## config.mk

```make
export PLATFORM = sky130hd
export DESIGN_NAME = msc_setup_handler
export DESIGN_NICKNAME = d
export VERILOG_FILES = /design/src/core/msc_pkg.sv /design/src/core/msc_cmd_parser.sv /design/src/core/msc_setup_handler.sv
export SDC_FILE = /design/constraint.sdc
export NUM_CORES = 1
export LEC_CHECK = 0
export BUFFER_PORTS_ARGS = -buffer_cell sky130_fd_sc_hd__buf_4
export CAP_MARGIN = 5
export CELL_PAD_IN_SITES_DETAIL_PLACEMENT = 0
export CELL_PAD_IN_SITES_GLOBAL_PLACEMENT = 1
export CORE_ASPECT_RATIO = 1.1
export CORE_UTILIZATION = 25
export CTS_CLUSTER_DIAMETER = 200
export DETAILED_ROUTE_END_ITERATION = 8
export PLACE_DENSITY = 0.55
export SYNTH_ARGS = -nofsm -noshare
export SYNTH_HDL_FRONTEND = slang
export SYNTH_SLANG_ARGS = --single-unit
```

## constraint.sdc

```tcl
create_clock -name pclk -period 27.2 [get_ports pclk]
set_clock_uncertainty 0.2 [all_clocks]
set_input_delay 1.36 -clock pclk [delete_from_list [all_inputs] [get_ports pclk]]
set_output_delay 1.36 -clock pclk [all_outputs]
set_load 0.1 [all_outputs]
```

## src/core/msc_pkg.sv

```systemverilog
package msc_pkg;

  // Register byte offsets on the APB.
  localparam logic [7:0] ADDR_CMD = 8'h00;
  localparam logic [7:0] ADDR_CTRL = 8'h04;
  localparam logic [7:0] ADDR_STATUS = 8'h08;
  localparam logic [7:0] ADDR_FILTER = 8'h0C;
  localparam logic [7:0] ADDR_HIGH = 8'h10;
  localparam logic [7:0] ADDR_LOW = 8'h14;
  localparam logic [7:0] ADDR_LEVEL = 8'h18;
  localparam logic [7:0] ADDR_BASELINE = 8'h1C;

  // Control register bit positions.
  localparam int CTRL_DEV_CLEAR = 0;
  localparam int CTRL_ERR_CLEAR = 1;

  // Status register bit positions.
  localparam int STAT_SUPPRESS = 0;
  localparam int STAT_BASE_VALID = 1;
  localparam int STAT_CMD_ERROR = 2;
  localparam int STAT_PENDING = 3;
  localparam int STAT_STAIR_STOP = 4;

  // Voltage settings in hundredths of a volt, filter and suppression limits in whole units, and their values after reset.
  localparam logic signed [15:0] VOLT_MAX = 16'sh07D0;
  localparam logic signed [15:0] VOLT_MIN = -16'sh07D0;
  localparam logic signed [15:0] HIGH_RESET = 16'sh07D0;
  localparam logic signed [15:0] LOW_RESET = -16'sh07D0;
  localparam logic signed [15:0] LEVEL_RESET = 16'sh0000;
  localparam logic [1:0] FILTER_RESET = 2'h0;
  localparam logic [1:0] FILTER_MAX = 2'h3;
  localparam logic signed [15:0] SUPPRESS_MAX = 16'sh0001;

  // Argument digit limits.
  localparam logic [6:0] INT_MAX = 7'h63;
  localparam logic [1:0] FRAC_DIGITS = 2'h2;

  // Command characters.
  localparam logic [7:0] CH_SUPPRESS = 8'h4E;
  localparam logic [7:0] CH_FILTER = 8'h50;
  localparam logic [7:0] CH_HIGH = 8'h48;
  localparam logic [7:0] CH_LOW = 8'h4C;
  localparam logic [7:0] CH_LEVEL = 8'h56;
  localparam logic [7:0] CH_EXECUTE = 8'h58;
  localparam logic [7:0] CH_MINUS = 8'h2D;
  localparam logic [7:0] CH_DOT = 8'h2E;
  localparam logic [7:0] CH_SPACE = 8'h20;

  // Waveform selections seen from the source logic.
  localparam logic [1:0] WAVE_OFF = 2'h0;
  localparam logic [1:0] WAVE_DC = 2'h1;

  typedef enum logic [2:0] {
    MSC_CMD_NONE,
    MSC_CMD_SUPPRESS,
    MSC_CMD_FILTER,
    MSC_CMD_HIGH,
    MSC_CMD_LOW,
    MSC_CMD_LEVEL
  } msc_cmd_type;

endpackage : msc_pkg

```

## src/core/msc_cmd_parser.sv

```systemverilog
module msc_cmd_parser (
  input wire logic pclk,
  input wire logic presetn,
  input wire logic char_valid,
  input wire logic [7:0] char_data,
  output msc_pkg::msc_cmd_type cmd_code,
  output logic cmd_valid,
  output logic signed [15:0] cmd_arg,
  output logic cmd_bad,
  output logic exec_pulse
);

  logic active_r;
  msc_pkg::msc_cmd_type code_r;
  logic neg_r;
  logic dot_r;
  logic any_digit_r;
  logic bad_r;
  logic [6:0] int_r;
  logic [6:0] frac_r;
  logic [1:0] nfrac_r;

  wire is_digit = (char_data >= 8'h30) && (char_data <= 8'h39);
  wire [6:0] digit = {3'h0, char_data[3:0]};
  wire is_letter = (char_data >= 8'h41) && (char_data <= 8'h5A);
  wire [13:0] int_next_w = {7'h00, int_r} * 14'd10 + {7'h00, digit};
  wire int_ovf = int_next_w > {7'h00, msc_pkg::INT_MAX};
  wire [6:0] frac_scaled = (nfrac_r == 2'h1) ? 7'(frac_r * 7'd10) : frac_r;
  wire [15:0] mag_w = 16'(int_r * 16'd100) + {9'h000, frac_scaled};
  wire signed [15:0] value_w = neg_r ? -$signed(mag_w) : $signed(mag_w);

  msc_pkg::msc_cmd_type letter_code;
  always_comb begin
    unique case (char_data)
      msc_pkg::CH_SUPPRESS: letter_code = msc_pkg::MSC_CMD_SUPPRESS;
      msc_pkg::CH_FILTER: letter_code = msc_pkg::MSC_CMD_FILTER;
      msc_pkg::CH_HIGH: letter_code = msc_pkg::MSC_CMD_HIGH;
      msc_pkg::CH_LOW: letter_code = msc_pkg::MSC_CMD_LOW;
      msc_pkg::CH_LEVEL: letter_code = msc_pkg::MSC_CMD_LEVEL;
      default: letter_code = msc_pkg::MSC_CMD_NONE;
    endcase
  end

  // A letter or the execute character closes the open command; digits build its argument.
  always_ff @(posedge pclk or negedge presetn) begin
    if (!presetn) begin
      active_r <= 1'b0;
      code_r <= msc_pkg::MSC_CMD_NONE;
      neg_r <= 1'b0;
      dot_r <= 1'b0;
      any_digit_r <= 1'b0;
      bad_r <= 1'b0;
      int_r <= 7'h00;
      frac_r <= 7'h00;
      nfrac_r <= 2'h0;
      cmd_valid <= 1'b0;
      cmd_code <= msc_pkg::MSC_CMD_NONE;
      cmd_arg <= 16'sh0000;
      cmd_bad <= 1'b0;
      exec_pulse <= 1'b0;
    end else begin
      cmd_valid <= 1'b0;
      exec_pulse <= 1'b0;
      if (char_valid) begin
        if (is_letter) begin
          cmd_valid <= active_r;
          cmd_code <= code_r;
          cmd_arg <= value_w;
          cmd_bad <= bad_r || (!any_digit_r && code_r != msc_pkg::MSC_CMD_NONE);
          exec_pulse <= (char_data == msc_pkg::CH_EXECUTE);
          active_r <= (char_data != msc_pkg::CH_EXECUTE);
          code_r <= letter_code;
          neg_r <= 1'b0;
          dot_r <= 1'b0;
          any_digit_r <= 1'b0;
          bad_r <= 1'b0;
          int_r <= 7'h00;
          frac_r <= 7'h00;
          nfrac_r <= 2'h0;
        end else if (is_digit) begin
          any_digit_r <= 1'b1;
          if (!active_r || (dot_r && nfrac_r == msc_pkg::FRAC_DIGITS) || (!dot_r && int_ovf)) begin
            bad_r <= 1'b1;
            active_r <= 1'b1;
          end else if (dot_r) begin
            frac_r <= 7'(frac_r * 7'd10 + digit);
            nfrac_r <= nfrac_r + 2'h1;
          end else begin
            int_r <= int_next_w[6:0];
          end
        end else if (char_data == msc_pkg::CH_MINUS && active_r && !any_digit_r && !neg_r && !dot_r) begin
          neg_r <= 1'b1;
        end else if (char_data == msc_pkg::CH_DOT && active_r && !dot_r) begin
          dot_r <= 1'b1;
        end else if (char_data != msc_pkg::CH_SPACE) begin
          bad_r <= 1'b1;
          active_r <= 1'b1;
        end
      end
    end
  end

endmodule : msc_cmd_parser

```

## src/core/msc_setup_handler.sv

```systemverilog
// Notes on behaviour
// - N1 enables suppression, captures next reading.
// - Subtract baseline from capacitance/current, never charge-rate.
// - Overrange judged on baseline-adjusted result.
// - Indicator on at once; capture after trigger.
// - Function change cancels suppression.
// - Reset or device clear disables suppression.
// - Filter levels zero to three accepted.
// - Reset or device clear turns filter off.
// - Upper bound in span; level never above.
// - Rising staircase stops at upper bound.
// - Reset or device clear: upper bound +20V.
// - Lower bound in span; level never below.
// - Falling staircase stops at lower bound.
// - Reset or device clear: lower bound -20V.
// - Shortened numeric arguments accepted, 5 means 5.00.
// - Source level must lie within bounds.
// - Storing a level changes output only while DC is selected.
// - Staircase starts from source level.
// - Reset or device clear: source level zero.
// - Commands buffered, applied in order on execute.
module msc_setup_handler #(
  parameter int READ_W = 24
) (
  input wire logic pclk,
  input wire logic presetn,
  input wire logic psel,
  input wire logic penable,
  input wire logic pwrite,
  input wire logic [7:0] paddr,
  input wire logic [31:0] pwdata,
  output logic [31:0] prdata,
  output logic pready,
  output logic pslverr,
  input wire logic reading_valid,
  input wire logic signed [READ_W-1:0] reading_value,
  input wire logic reading_is_qt,
  input wire logic [READ_W-1:0] full_scale,
  input wire logic awaiting_trigger_message,
  input wire logic function_change,
  input wire logic [1:0] waveform_sel,
  input wire logic stair_start,
  input wire logic stair_step,
  input wire logic signed [15:0] step_size,
  output logic signed [READ_W-1:0] result_value,
  output logic result_valid,
  output logic result_overrange,
  output logic suppress_on,
  output logic [1:0] filter_level,
  output logic signed [15:0] high_bound,
  output logic signed [15:0] low_bound,
  output logic signed [15:0] source_level,
  output logic signed [15:0] output_level,
  output logic stair_stopped
);

  function automatic logic signed [15:0] clamp_level(input logic signed [15:0] v,
                                                     input logic signed [15:0] lo,
                                                     input logic signed [15:0] hi);
    clamp_level = (v > hi) ? hi : ((v < lo) ? lo : v);
  endfunction : clamp_level

  function automatic logic in_span(input logic signed [15:0] v, input logic signed [15:0] lo,
                                   input logic signed [15:0] hi);
    in_span = (v >= lo) && (v <= hi);
  endfunction : in_span

  // APB decode.
  wire setup_w = psel && !penable;
  wire access_w = psel && penable && pready;
  wire wr_w = access_w && pwrite;
  wire addr_ok_w = (paddr[1:0] == 2'h0) && (paddr <= msc_pkg::ADDR_BASELINE);
  wire cmd_wr_w = wr_w && paddr == msc_pkg::ADDR_CMD;
  wire ctrl_wr_w = wr_w && paddr == msc_pkg::ADDR_CTRL;
  wire dev_clear_w = ctrl_wr_w && pwdata[msc_pkg::CTRL_DEV_CLEAR];
  wire err_clear_w = ctrl_wr_w && pwdata[msc_pkg::CTRL_ERR_CLEAR];

  // Parser outputs.
  msc_pkg::msc_cmd_type cmd_code;
  logic cmd_valid;
  logic signed [15:0] cmd_arg;
  logic cmd_bad;
  logic exec_pulse;

  msc_cmd_parser u_parser (
    .pclk(pclk),
    .presetn(presetn),
    .char_valid(cmd_wr_w),
    .char_data(pwdata[7:0]),
    .cmd_code(cmd_code),
    .cmd_valid(cmd_valid),
    .cmd_arg(cmd_arg),
    .cmd_bad(cmd_bad),
    .exec_pulse(exec_pulse)
  );

  // Pending settings held until execute.
  logic pend_sup_set_r;
  logic pend_sup_r;
  logic pend_panel_filter_menu_set_r;
  logic [1:0] pend_panel_filter_menu_r;
  logic pend_high_set_r;
  logic signed [15:0] pend_high_r;
  logic pend_low_set_r;
  logic signed [15:0] pend_low_r;
  logic pend_level_set_r;
  logic signed [15:0] pend_level_r;
  logic string_bad_r;
  logic cmd_error_r;
  logic suppress_en_r;
  logic base_valid_r;
  logic signed [READ_W-1:0] baseline_r;
  logic signed [15:0] stair_level_r;
  logic exec_d_r;

  // Argument checks on each closed command.
  wire signed [15:0] arg_whole_w = cmd_arg / 16'sd100;
  wire arg_bad_w = cmd_bad ||
    (cmd_code == msc_pkg::MSC_CMD_SUPPRESS && !in_span(arg_whole_w, 16'sh0000, msc_pkg::SUPPRESS_MAX)) ||
    (cmd_code == msc_pkg::MSC_CMD_FILTER && !in_span(arg_whole_w, 16'sh0000, {14'h0000, msc_pkg::FILTER_MAX})) ||
    ((cmd_code == msc_pkg::MSC_CMD_HIGH || cmd_code == msc_pkg::MSC_CMD_LOW ||
      cmd_code == msc_pkg::MSC_CMD_LEVEL) && !in_span(cmd_arg, msc_pkg::VOLT_MIN, msc_pkg::VOLT_MAX));
  wire whole_w = (cmd_arg % 16'sd100) == 16'sh0000;
  wire int_bad_w = (cmd_code == msc_pkg::MSC_CMD_SUPPRESS || cmd_code == msc_pkg::MSC_CMD_FILTER) && !whole_w;
  wire take_w = cmd_valid && !arg_bad_w && !int_bad_w;
  wire [1:0] arg_small_w = arg_whole_w[1:0];

  // Bounds and level after the buffered string would be applied.
  wire signed [15:0] new_high_w = pend_high_set_r ? pend_high_r : high_bound;
  wire signed [15:0] new_low_w = pend_low_set_r ? pend_low_r : low_bound;
  wire signed [15:0] new_level_w = pend_level_set_r ? pend_level_r : source_level;
  wire [1:0] new_filter_w = pend_panel_filter_menu_set_r ? pend_panel_filter_menu_r : filter_level;
  wire level_ok_w = in_span(new_level_w, new_low_w, new_high_w) && (new_low_w <= new_high_w);
  wire apply_w = exec_d_r && !string_bad_r && level_ok_w;
  wire exec_fail_w = exec_d_r && !apply_w;

  // The execute pulse waits one cycle so that the command it closes is buffered first.
  always_ff @(posedge pclk or negedge presetn) begin
    if (!presetn) begin
      exec_d_r <= 1'b0;
    end else begin
      exec_d_r <= exec_pulse;
    end
  end

  always_ff @(posedge pclk or negedge presetn) begin
    if (!presetn) begin
      pend_sup_set_r <= 1'b0;
      pend_sup_r <= 1'b0;
      pend_panel_filter_menu_set_r <= 1'b0;
      pend_panel_filter_menu_r <= msc_pkg::FILTER_RESET;
      pend_high_set_r <= 1'b0;
      pend_high_r <= msc_pkg::HIGH_RESET;
      pend_low_set_r <= 1'b0;
      pend_low_r <= msc_pkg::LOW_RESET;
      pend_level_set_r <= 1'b0;
      pend_level_r <= msc_pkg::LEVEL_RESET;
      string_bad_r <= 1'b0;
    end else if (exec_d_r || dev_clear_w) begin
      pend_sup_set_r <= 1'b0;
      pend_panel_filter_menu_set_r <= 1'b0;
      pend_high_set_r <= 1'b0;
      pend_low_set_r <= 1'b0;
      pend_level_set_r <= 1'b0;
      string_bad_r <= 1'b0;
    end else if (cmd_valid) begin
      if (!take_w) begin
        string_bad_r <= 1'b1;
      end else begin
        unique case (cmd_code)
          msc_pkg::MSC_CMD_SUPPRESS: begin
            pend_sup_set_r <= 1'b1;
            pend_sup_r <= arg_small_w[0];
          end
          msc_pkg::MSC_CMD_FILTER: begin
            pend_panel_filter_menu_set_r <= 1'b1;
            pend_panel_filter_menu_r <= arg_small_w;
          end
          msc_pkg::MSC_CMD_HIGH: begin
            pend_high_set_r <= 1'b1;
            pend_high_r <= cmd_arg;
          end
          msc_pkg::MSC_CMD_LOW: begin
            pend_low_set_r <= 1'b1;
            pend_low_r <= cmd_arg;
          end
          msc_pkg::MSC_CMD_LEVEL: begin
            pend_level_set_r <= 1'b1;
            pend_level_r <= cmd_arg;
          end
          msc_pkg::MSC_CMD_NONE: begin
          end
        endcase
      end
    end
  end

  // Applied settings.
  always_ff @(posedge pclk or negedge presetn) begin
    if (!presetn) begin
      filter_level <= msc_pkg::FILTER_RESET;
      high_bound <= msc_pkg::HIGH_RESET;
      low_bound <= msc_pkg::LOW_RESET;
      source_level <= msc_pkg::LEVEL_RESET;
    end else if (dev_clear_w) begin
      filter_level <= msc_pkg::FILTER_RESET;
      high_bound <= msc_pkg::HIGH_RESET;
      low_bound <= msc_pkg::LOW_RESET;
      source_level <= msc_pkg::LEVEL_RESET;
    end else if (apply_w) begin
      filter_level <= new_filter_w;
      high_bound <= new_high_w;
      low_bound <= new_low_w;
      source_level <= new_level_w;
    end
  end

  // Sticky command error; a new failure wins over a clear in the same cycle.
  always_ff @(posedge pclk or negedge presetn) begin
    if (!presetn) begin
      cmd_error_r <= 1'b0;
    end else if (exec_fail_w) begin
      cmd_error_r <= 1'b1;
    end else if (err_clear_w) begin
      cmd_error_r <= 1'b0;
    end
  end

  // Suppression state and baseline capture.
  wire sup_apply_w = apply_w && pend_sup_set_r;
  wire capture_w = suppress_en_r && !base_valid_r && reading_valid && !awaiting_trigger_message &&
                   !reading_is_qt;
  always_ff @(posedge pclk or negedge presetn) begin
    if (!presetn) begin
      suppress_en_r <= 1'b0;
      suppress_on <= 1'b0;
      base_valid_r <= 1'b0;
      baseline_r <= '0;
    end else if (dev_clear_w || function_change) begin
      suppress_en_r <= 1'b0;
      suppress_on <= 1'b0;
      base_valid_r <= 1'b0;
    end else if (sup_apply_w) begin
      suppress_en_r <= pend_sup_r;
      suppress_on <= pend_sup_r;
      base_valid_r <= 1'b0;
    end else if (capture_w) begin
      baseline_r <= reading_value;
      base_valid_r <= 1'b1;
    end
  end

  // Reported result with baseline removed and overrange judged on the difference.
  wire adjust_w = suppress_en_r && base_valid_r && !reading_is_qt;
  wire signed [READ_W:0] diff_w = adjust_w ? (READ_W+1)'(reading_value - baseline_r)
                                           : (READ_W+1)'(reading_value);
  wire [READ_W:0] mag_w = diff_w[READ_W] ? (READ_W+1)'(-diff_w) : diff_w;
  always_ff @(posedge pclk or negedge presetn) begin
    if (!presetn) begin
      result_value <= '0;
      result_valid <= 1'b0;
      result_overrange <= 1'b0;
    end else begin
      result_valid <= reading_valid && !capture_w;
      if (reading_valid) begin
        result_value <= diff_w[READ_W-1:0];
        result_overrange <= mag_w > {1'b0, full_scale};
      end
    end
  end

  // Staircase level, started from the source level and held inside the bounds.
  wire signed [16:0] stair_next_w = 17'(stair_level_r) + 17'(step_size);
  wire stair_hit_hi_w = step_size > 16'sh0000 && stair_next_w >= 17'(high_bound);
  wire stair_hit_lo_w = step_size < 16'sh0000 && stair_next_w <= 17'(low_bound);
  always_ff @(posedge pclk or negedge presetn) begin
    if (!presetn) begin
      stair_level_r <= msc_pkg::LEVEL_RESET;
      stair_stopped <= 1'b0;
    end else if (stair_start) begin
      stair_level_r <= source_level;
      stair_stopped <= 1'b0;
    end else if (stair_step && !stair_stopped) begin
      if (stair_hit_hi_w) begin
        stair_level_r <= high_bound;
        stair_stopped <= 1'b1;
      end else if (stair_hit_lo_w) begin
        stair_level_r <= low_bound;
        stair_stopped <= 1'b1;
      end else begin
        stair_level_r <= stair_next_w[15:0];
      end
    end
  end

  // Output connector follows the waveform selection: zero, the source level or the staircase level, clamped to the bounds.
  always_ff @(posedge pclk or negedge presetn) begin
    if (!presetn) begin
      output_level <= msc_pkg::LEVEL_RESET;
    end else if (waveform_sel == msc_pkg::WAVE_OFF) begin
      output_level <= msc_pkg::LEVEL_RESET;
    end else if (waveform_sel == msc_pkg::WAVE_DC) begin
      output_level <= clamp_level(source_level, low_bound, high_bound);
    end else begin
      output_level <= clamp_level(stair_level_r, low_bound, high_bound);
    end
  end

  // APB read mux and answer.
  wire pending_w = pend_sup_set_r || pend_panel_filter_menu_set_r || pend_high_set_r || pend_low_set_r || pend_level_set_r;
  logic [31:0] rd_mux;
  always_comb begin
    rd_mux = 32'h0000_0000;
    unique case (paddr)
      msc_pkg::ADDR_STATUS: begin
        rd_mux[msc_pkg::STAT_SUPPRESS] = suppress_en_r;
        rd_mux[msc_pkg::STAT_BASE_VALID] = base_valid_r;
        rd_mux[msc_pkg::STAT_CMD_ERROR] = cmd_error_r;
        rd_mux[msc_pkg::STAT_PENDING] = pending_w;
        rd_mux[msc_pkg::STAT_STAIR_STOP] = stair_stopped;
      end
      msc_pkg::ADDR_FILTER: rd_mux = {30'h0000_0000, filter_level};
      msc_pkg::ADDR_HIGH: rd_mux = 32'(high_bound);
      msc_pkg::ADDR_LOW: rd_mux = 32'(low_bound);
      msc_pkg::ADDR_LEVEL: rd_mux = 32'(source_level);
      msc_pkg::ADDR_BASELINE: rd_mux = 32'(baseline_r);
      default: rd_mux = 32'h0000_0000;
    endcase
  end

  always_ff @(posedge pclk or negedge presetn) begin
    if (!presetn) begin
      pready <= 1'b0;
      prdata <= 32'h0000_0000;
      pslverr <= 1'b0;
    end else begin
      pready <= setup_w;
      pslverr <= setup_w && !addr_ok_w;
      if (setup_w) begin
        prdata <= rd_mux;
      end
    end
  end

endmodule : msc_setup_handler

```

==> results of run 1 <==
==> path summary, 6_finish.rpt <==
kind / from / to / slack, ps / cells after the start
max: u_parser.cmd_arg[0]$_DFFE_PN0P_ / pend_sup_r$_DFFE_PN0P_ / 16070 / 35
min: u_parser.exec_pulse$_DFF_PN0_ / exec_d_r$_DFF_PN0_ / 150 / 0
max reg2reg: u_parser.cmd_arg[0]$_DFFE_PN0P_ / pend_sup_r$_DFFE_PN0P_ / 16070 / 35
min reg2reg: u_parser.exec_pulse$_DFF_PN0_ / exec_d_r$_DFF_PN0_ / 150 / 0
max in group asynchronous: presetn / low_bound[10]$_DFFE_PN0P_ / 23140 / 4
min in group asynchronous: presetn / u_parser.frac_r[6]$_DFFE_PN0P_ / 550 / 1
==> per-stage QoR <==
step                hold slack [ps]  cells  setup slack (ps)  power, mW  area (um^2)
floorplan                       131   2708             18380      0.593        23300
global placement                132   4087             15880      0.675        26300
detailed placement              135   4087             16090      0.675        26300
CTS                             148   4155             16050       1.19        27600
global route                    171   4155             15310       1.23        27600
finish                          147   4155             16070       1.17        27600
==> placed cells by master (no fill, tap or decap), types with 21 or more instances in the layout <==
master / count
nand2_1: 266
ha_1: 266
buf_4: 253
dfrtp_1: 240
o21ai_0: 203
inv_1: 191
nor2_1: 186
a21oi_1: 177
mux2i_1: 95
mux2_2: 84
xnor2_1: 75
nor3_1: 62
a21o_1: 53
nand3_1: 42
nand2b_1: 40
nor2b_1: 39
nand4_1: 39
a211oi_1: 39
clkbuf_16: 39
xor2_1: 37
a22o_1: 27
dfstp_2: 26
o211ai_1: 21
==> cell families after synthesis <==
logic type | share of synthesized area
fa+ha+maj | 0.151
mux | 0.0842
flops | 0.287
xor+xnor | 0.0421
buf+inv | 0.0526
compound gates | 0.212
simple gates | 0.172
==> power by group through the flow <==
| stage | sequential, mW | clock [mW] | combinational (mW) |
|---|---|---|---|
| final | 0.420 | 0.506 | 0.248 |
| after global routing | 0.421 | 0.537 | 0.273 |
| after CTS | 0.420 | 0.524 | 0.250 |
| after detailed placement | 0.427 | 0 | 0.248 |
| after global placement | 0.427 | 0 | 0.248 |
| after floorplan | 0.475 | 0 | 0.118 |
==> sequential cells by signal, indices dropped and copies added (netlist names), 2 cells and up <==
| signal | count |
|---|---|
| u_parser.int_r | 7 |
| high_bound | 16 |
| low_bound | 16 |
| pend_high_r | 16 |
| u_parser.cmd_arg | 16 |
| pend_panel_filter_menu_r | 2 |
| result_value | 24 |
| filter_level | 2 |
| source_level | 16 |
| u_parser.cmd_code | 3 |
| pend_low_r | 16 |
| stair_level_r | 16 |
| prdata | 24 |
| pend_level_r | 16 |
| u_parser.frac_r | 7 |
| u_parser.nfrac_r | 2 |
| baseline_r | 24 |
| output_level | 16 |
| u_parser.code_r | 3 |
==> per-layer routing <==
layer	up-vias	wire (um)
met5	-	9
met4	2	1760
met3	80	3770
met2	422	41100
met1	10153	39700
li1	10231	-
==> worst reg2reg max path, delay by kind of cell (launching register included) <==
kind	cells	cell delay, ps
AO/OA/AOI/OAI	17	4700
adder cells (fa/ha/maj)	2	580
buffers and inverters	4	570
flip-flops	1	510
multiplexers	1	310
AND/OR/NAND/NOR	11	4140
==> area by class of cell <==
cell class,count,area [um^2]
multi-input combinational,2127,15500
timing repair buffer,254,1910
clock buffer,54,1080
fill,9971,64900
tap,1249,1560
sequential,266,6690
clock inverter,14,163
inverter,191,717
==> impl_metrics.toml, run 1 <==
[outcome]
status = "finished, final reports clean"

[die]
die-height_um = 322
coreArea_um2 = 92500
die_area_um2 = 94500
placementRows = 117
boundaryPins = 245
die_x_um = 293
initial_core_util = 0.252

[logic_synthesis]
synth_edf_count = 0
synth_area_leaders = "dfrtp_1 (26%), ha_1 (14%), o21ai_0 (4.4%)"
synth_fp_nets = 3100
ys_ff_latch = 266
yosysTopAreaCellShare = 0.258
synthDistinctLibCells = 104
synth.top_cells.by_count = "ha_1 (266), nand2_1 (266), dfrtp_1 (240)"
async_reset_ff_frac = 1.00
ys.flop_type = "dfrtp_1"
syn_area_per_cell_um2 = 8.61
syn_inst = 2708
synthesis.area_um2 = 23300
synth-seq-area-share = 0.287
yosys_warnings = 0
synth_area_leader_cell = "dfrtp_1"

[global_routing]
top_usage_layer = "met2"
grt_use_met2 = 0.307
grt_pass1_vias = 20619
globalRouteMet1Util = 0.241
antenna_found_initial = 1
grt_start_max_net_pins = 73
grt-ovfl-total = 0
use_met3 = 0.0262
grt_pass1_wl_um = 131000
track_usage = 0.181

[routing]
routed_wl_um = 86400
drc = 0
wl_per_cell_um = 20.8
dr.pass1.iters = 5
post_drt_via_cell_ratio = 5.03
first_iter_violations = 1195
antenna_left = 0
vias = 20888

[sta]
fin_setup_tns_ps = 0
period_needed_ps = 11130
finalHoldViolCount = 0
relSlewSlack = 0.208
rsz0062_at_grt = "no"
fmax_mhz = 89.8
post-route-period-util = 0.409
worst_pin_slew_ps = 1180
maxSlewViolCount = 0
setup_viol = 0

[critical_path]
crit_path_max_incr_delay_ps = 610
crit_path_end_kind = "register"
cp-start-kind = "register"
worstSetupPathType = "register to register"
worst-endpoint-arrival_ps = 11370
cp_num_buf_inv = 4
cp_slowest_cell = "a2111oi_0"
cp_data_required_time_ps = 27440
critPathTopFamily = "compound AO/OA/AOI/OAI gates"
crit_top_cell = "inv_1"
worst-path-max-fanout = 13

[clocking]
numClockSinks = 266
cts.repair.resized = 0
cts_buffers = 37
cts.path.max_buffers = 3
cts-htree-levels = 2
clk_pin_slew_ps = 60
cts_tree = "done"
cts_root_buffer = "clkbuf_16"
cts_hold_buf = 0
cts_setup_buffers = 0
clock_latency_ps = 560

[final_layout]
syn2layout_area_growth_pct = 18.3
drive_gt1_frac = 0.164
final_nets = 3269
n_antenna_cell = 0
final_util = 0.298

[power]
combPwrFrac = 0.211
internal_power_mw = 0.795
ir_drop_uv = 33.8
p_seq_frac = 0.358
pwr_density_cell_nw_per_um2 = 42.6
pwr-share-clk = 0.431
switchingPower_mw = 0.379
p_leak_nw = 12.8
p_sw_frac = 0.323

[min_path]
min_path_type = "register to register"

[placement]
io_buffers = 220
gp_congestion = 0.845
dp_hpwl_um = 65500

[run]
maxCapViolations = 0
(Power assumes the default switching activity.)
==> run 2, diff against run 1 <==
--- a/config.mk
+++ b/config.mk
@@ -5,6 +5,7 @@
 export SDC_FILE = /design/constraint.sdc
 export NUM_CORES = 1
 export LEC_CHECK = 0
+export ABC_AREA = 1
 export BUFFER_PORTS_ARGS = -buffer_cell sky130_fd_sc_hd__buf_4
 export CAP_MARGIN = 5
 export CELL_PAD_IN_SITES_DETAIL_PLACEMENT = 0
@@ -13,7 +14,7 @@
 export CORE_UTILIZATION = 25
 export CTS_CLUSTER_DIAMETER = 200
 export DETAILED_ROUTE_END_ITERATION = 8
-export PLACE_DENSITY = 0.55
+export PLACE_DENSITY = 0.58
 export SYNTH_ARGS = -nofsm -noshare
 export SYNTH_HDL_FRONTEND = slang
 export SYNTH_SLANG_ARGS = --single-unit
==> constraint.sdc (replaced) <==
create_clock -name pclk -period 9.7 [get_ports pclk]
set_clock_uncertainty 0.2 [all_clocks]
set_input_delay 0.485 -clock pclk [delete_from_list [all_inputs] [get_ports pclk]]
set_output_delay 0.485 -clock pclk [all_outputs]
set_load 0.1 [all_outputs]
==> run 2 against run 1 <==
Compared with the run above:
- critical path depth grew 23
- cell count grew 7.5%
- clock power grew to 2.8 times the previous value
- routed wire length shrank 4.9%
- hold slack lost 120 ps
- fmax grew 32%
- die area shrank 2.1%
- global-route usage shrank 0.57 points
- critical endpoint is now pend_low_r[12]$_DFFE_PN1P_
- largest cell class unchanged
==> impl_metrics.toml, run 2 <==
[clocking]
cts_buffers = 35
clock_latency_ps = 570
cts_tree = "done"
numClockSinks = 266
clk_pin_slew_ps = 60
cts_root_buffer = "clkbuf_16"
cts-htree-levels = 2
cts_setup_buffers = 0
cts.path.max_buffers = 3

[placement]
io_buffers = 220
gp_congestion = 0.871
dp.cells = 4381
dp_hpwl_um = 65100

[critical_path]
cp_num_buf_inv = 4
cp_data_required_time_ps = 9980
cp_slowest_cell = "dfrtp_1"
cp-start-kind = "register"
critPathTopFamily = "simple AND/OR/NAND/NOR gates"
crit_path_max_incr_delay_ps = 980
crit_path_end_kind = "register"
worstSetupPathType = "register to register"
reg2reg_from = "u_parser.cmd_arg[15]$_DFFE_PN0P_"
crit_start = "u_parser.cmd_arg[15]$_DFFE_PN0P_"
cp.depth = 58
r2r_cells = 58
worst-endpoint-arrival_ps = 8730
r2r_setup_slack_ps = 1250
r2r-end = "pend_low_r[12]$_DFFE_PN1P_"
crit_path_end = "pend_low_r[12]$_DFFE_PN1P_"
worst-path-max-fanout = 30

[sta]
period_needed_ps = 8450
maxSlewViolCount = 0
worst_pin_slew_ps = 1100
setup_viol = 0
hold-worst-slack_ps = 28.8
rsz0062_at_grt = "no"
relSlewSlack = 0.263
post-route-period-util = 0.871
finalHoldViolCount = 0
fin_setup_tns_ps = 0
fmax_mhz = 118

[logic_synthesis]
synth_edf_count = 0
synthDistinctLibCells = 77
yosysTopAreaCellShare = 0.263
ys_ff_latch = 266
synth_most_common_cell = "nand2_1"
async_reset_ff_frac = 1.00
synth_fp_nets = 3458
synthesis.area_um2 = 22800
syn_area_per_cell_um2 = 7.44
syn_inst = 3066
synth_area_leader_cell = "dfrtp_1"
synth_area_leaders = "dfrtp_1 (26%), ha_1 (15%), nand2_1 (10%)"
ys.flop_type = "dfrtp_1"
synth.top_cells.by_count = "nand2_1 (626), inv_1 (406), o21ai_0 (319)"
yosys_warnings = 0
synth-seq-area-share = 0.293

[global_routing]
grt_start_max_net_pins = 91
grt_pass1_vias = 20936
antenna_found_initial = 2
track_usage = 0.175
grt-ovfl-total = 0
grt_pass1_wl_um = 126000

[power]
ir_drop_uv = 96.1
p_leak_nw = 13.7
pwr_density_cell_nw_per_um2 = 155

[min_path]
min_path_type = "primary input to register"

[final_layout]
multi_input_area_um2 = 14000
regArea_um2 = 6690
n_antenna_cell = 0
final_nets = 3663
finalNonFillerCells = 4467
fillers = 9847
drive_gt1_frac = 0.147
syn2layout_area_growth_pct = 18.6
top_regs = "baseline_r (24), prdata (24), result_value (24)"
final_cell_mix = "nand2_1 (626), inv_1 (406), o21ai_0 (319)"
final_util = 0.301
layout_commonest_cell = "nand2_1"

[die]
coreArea_um2 = 89900
initial_core_util = 0.254
die-height_um = 319
die_area_um2 = 92500
placementRows = 115
die_x_um = 290
boundaryPins = 245

[routing]
wl_per_cell_um = 18.4
wl_met1_um = 36500
antenna_left = 0
dr_wl_met2_um = 40900
dr_wl_met3_um = 2550
first_iter_violations = 1232
top_layer = "met5"
routed_wl_um = 82100
post_drt_via_cell_ratio = 4.78
dr.pass1.iters = 6
drc = 0
vias = 21353

[run]
maxCapViolations = 0

[outcome]
status = "finished, final reports clean"
run 2: cell count changes in the layout (fill, tap and decap cells not counted), moves of 26 or more:
cell	before	now
a211oi_1	39	13
a21o_1	53	3
a22o_1	27	0
inv_1	191	406
mux2_2	84	0
mux2i_1	95	1
nand2_1	266	626
nand2_2	0	48
nand2b_1	40	0
nand3_1	42	130
nor2b_1	39	0
o21ai_0	203	319
xnor2_1	75	23
xor2_1	37	65
run 2: cells by family after synthesis:
family                     synth area share
muxes                              0.000439
xor gates and xnor gates             0.0356
adders and majority gates             0.154
and+or+nand+nor                       0.241
AOI/OAI and AO/OA                     0.183
DFF                                   0.293
buffers and inverters                0.0929
run 2: final cells by class:
cell class,instances,area share
clock inverter,16,0.00893
clock buffer,47,0.0370
inverter,422,0.0588
tap,1170,0.0541
timing repair buffer,262,0.0751
multi-input combinational,2284,0.519
sequential,266,0.247
run 2: repair_timing:
item / 4_1_cts / 5_1_grt
hold endpoints to repair: 101 / 0
gates resized for setup: 0 / 0
hold buffers: 23 / 0
run 2: where the power goes:
group          internal, mW  switching (mW)
logic                 0.482            1.11
registers              1.15          0.0422
clock network         0.866           0.560
run 2: worst reg2reg max path: cells and delay by family (launching register included):
family | cells | cell delay, ps
simple gates | 48 | 5410
flops | 1 | 980
compound gates | 4 | 810
buf+inv | 4 | 610
fa+ha+maj | 1 | 230
xor+xnor | 1 | 160
run 2: per-layer routing:
metal,vias up,GRT usage
met5,-,0
met4,2,0.0485
met3,99,0.0166
met2,380,0.314
met1,10112,0.222
li1,10760,-
run 2: per-stage QoR:
step | worst slack [ps] | total power [mW] | instance area [um^2]
floorplan | 2940 | 2.39 | 22800
global placement | 1160 | 2.81 | 25600
detailed placement | 1140 | 2.80 | 25600
CTS | 1100 | 4.26 | 27100
global route | 243 | 4.48 | 27100
finish | 1250 | 4.20 | 27100
run 2: how the worst min path moves through the flow:
stage | startpoint | to | slack, ps | depth (start not counted)
after floorplan | presetn | base_valid_r$_DFFE_PN0P_ | -10 | 0
after global placement | u_parser.exec_pulse$_DFF_PN0_ | exec_d_r$_DFF_PN0_ | 150 | 0
after detailed placement | u_parser.exec_pulse$_DFF_PN0_ | exec_d_r$_DFF_PN0_ | 160 | 0
after CTS | reading_value[5] | baseline_r[5]$_DFFE_PN0P_ | 8 | 3
after global routing | reading_value[5] | baseline_r[5]$_DFFE_PN0P_ | 20 | 3
final | reading_value[5] | baseline_r[5]$_DFFE_PN0P_ | 30 | 3
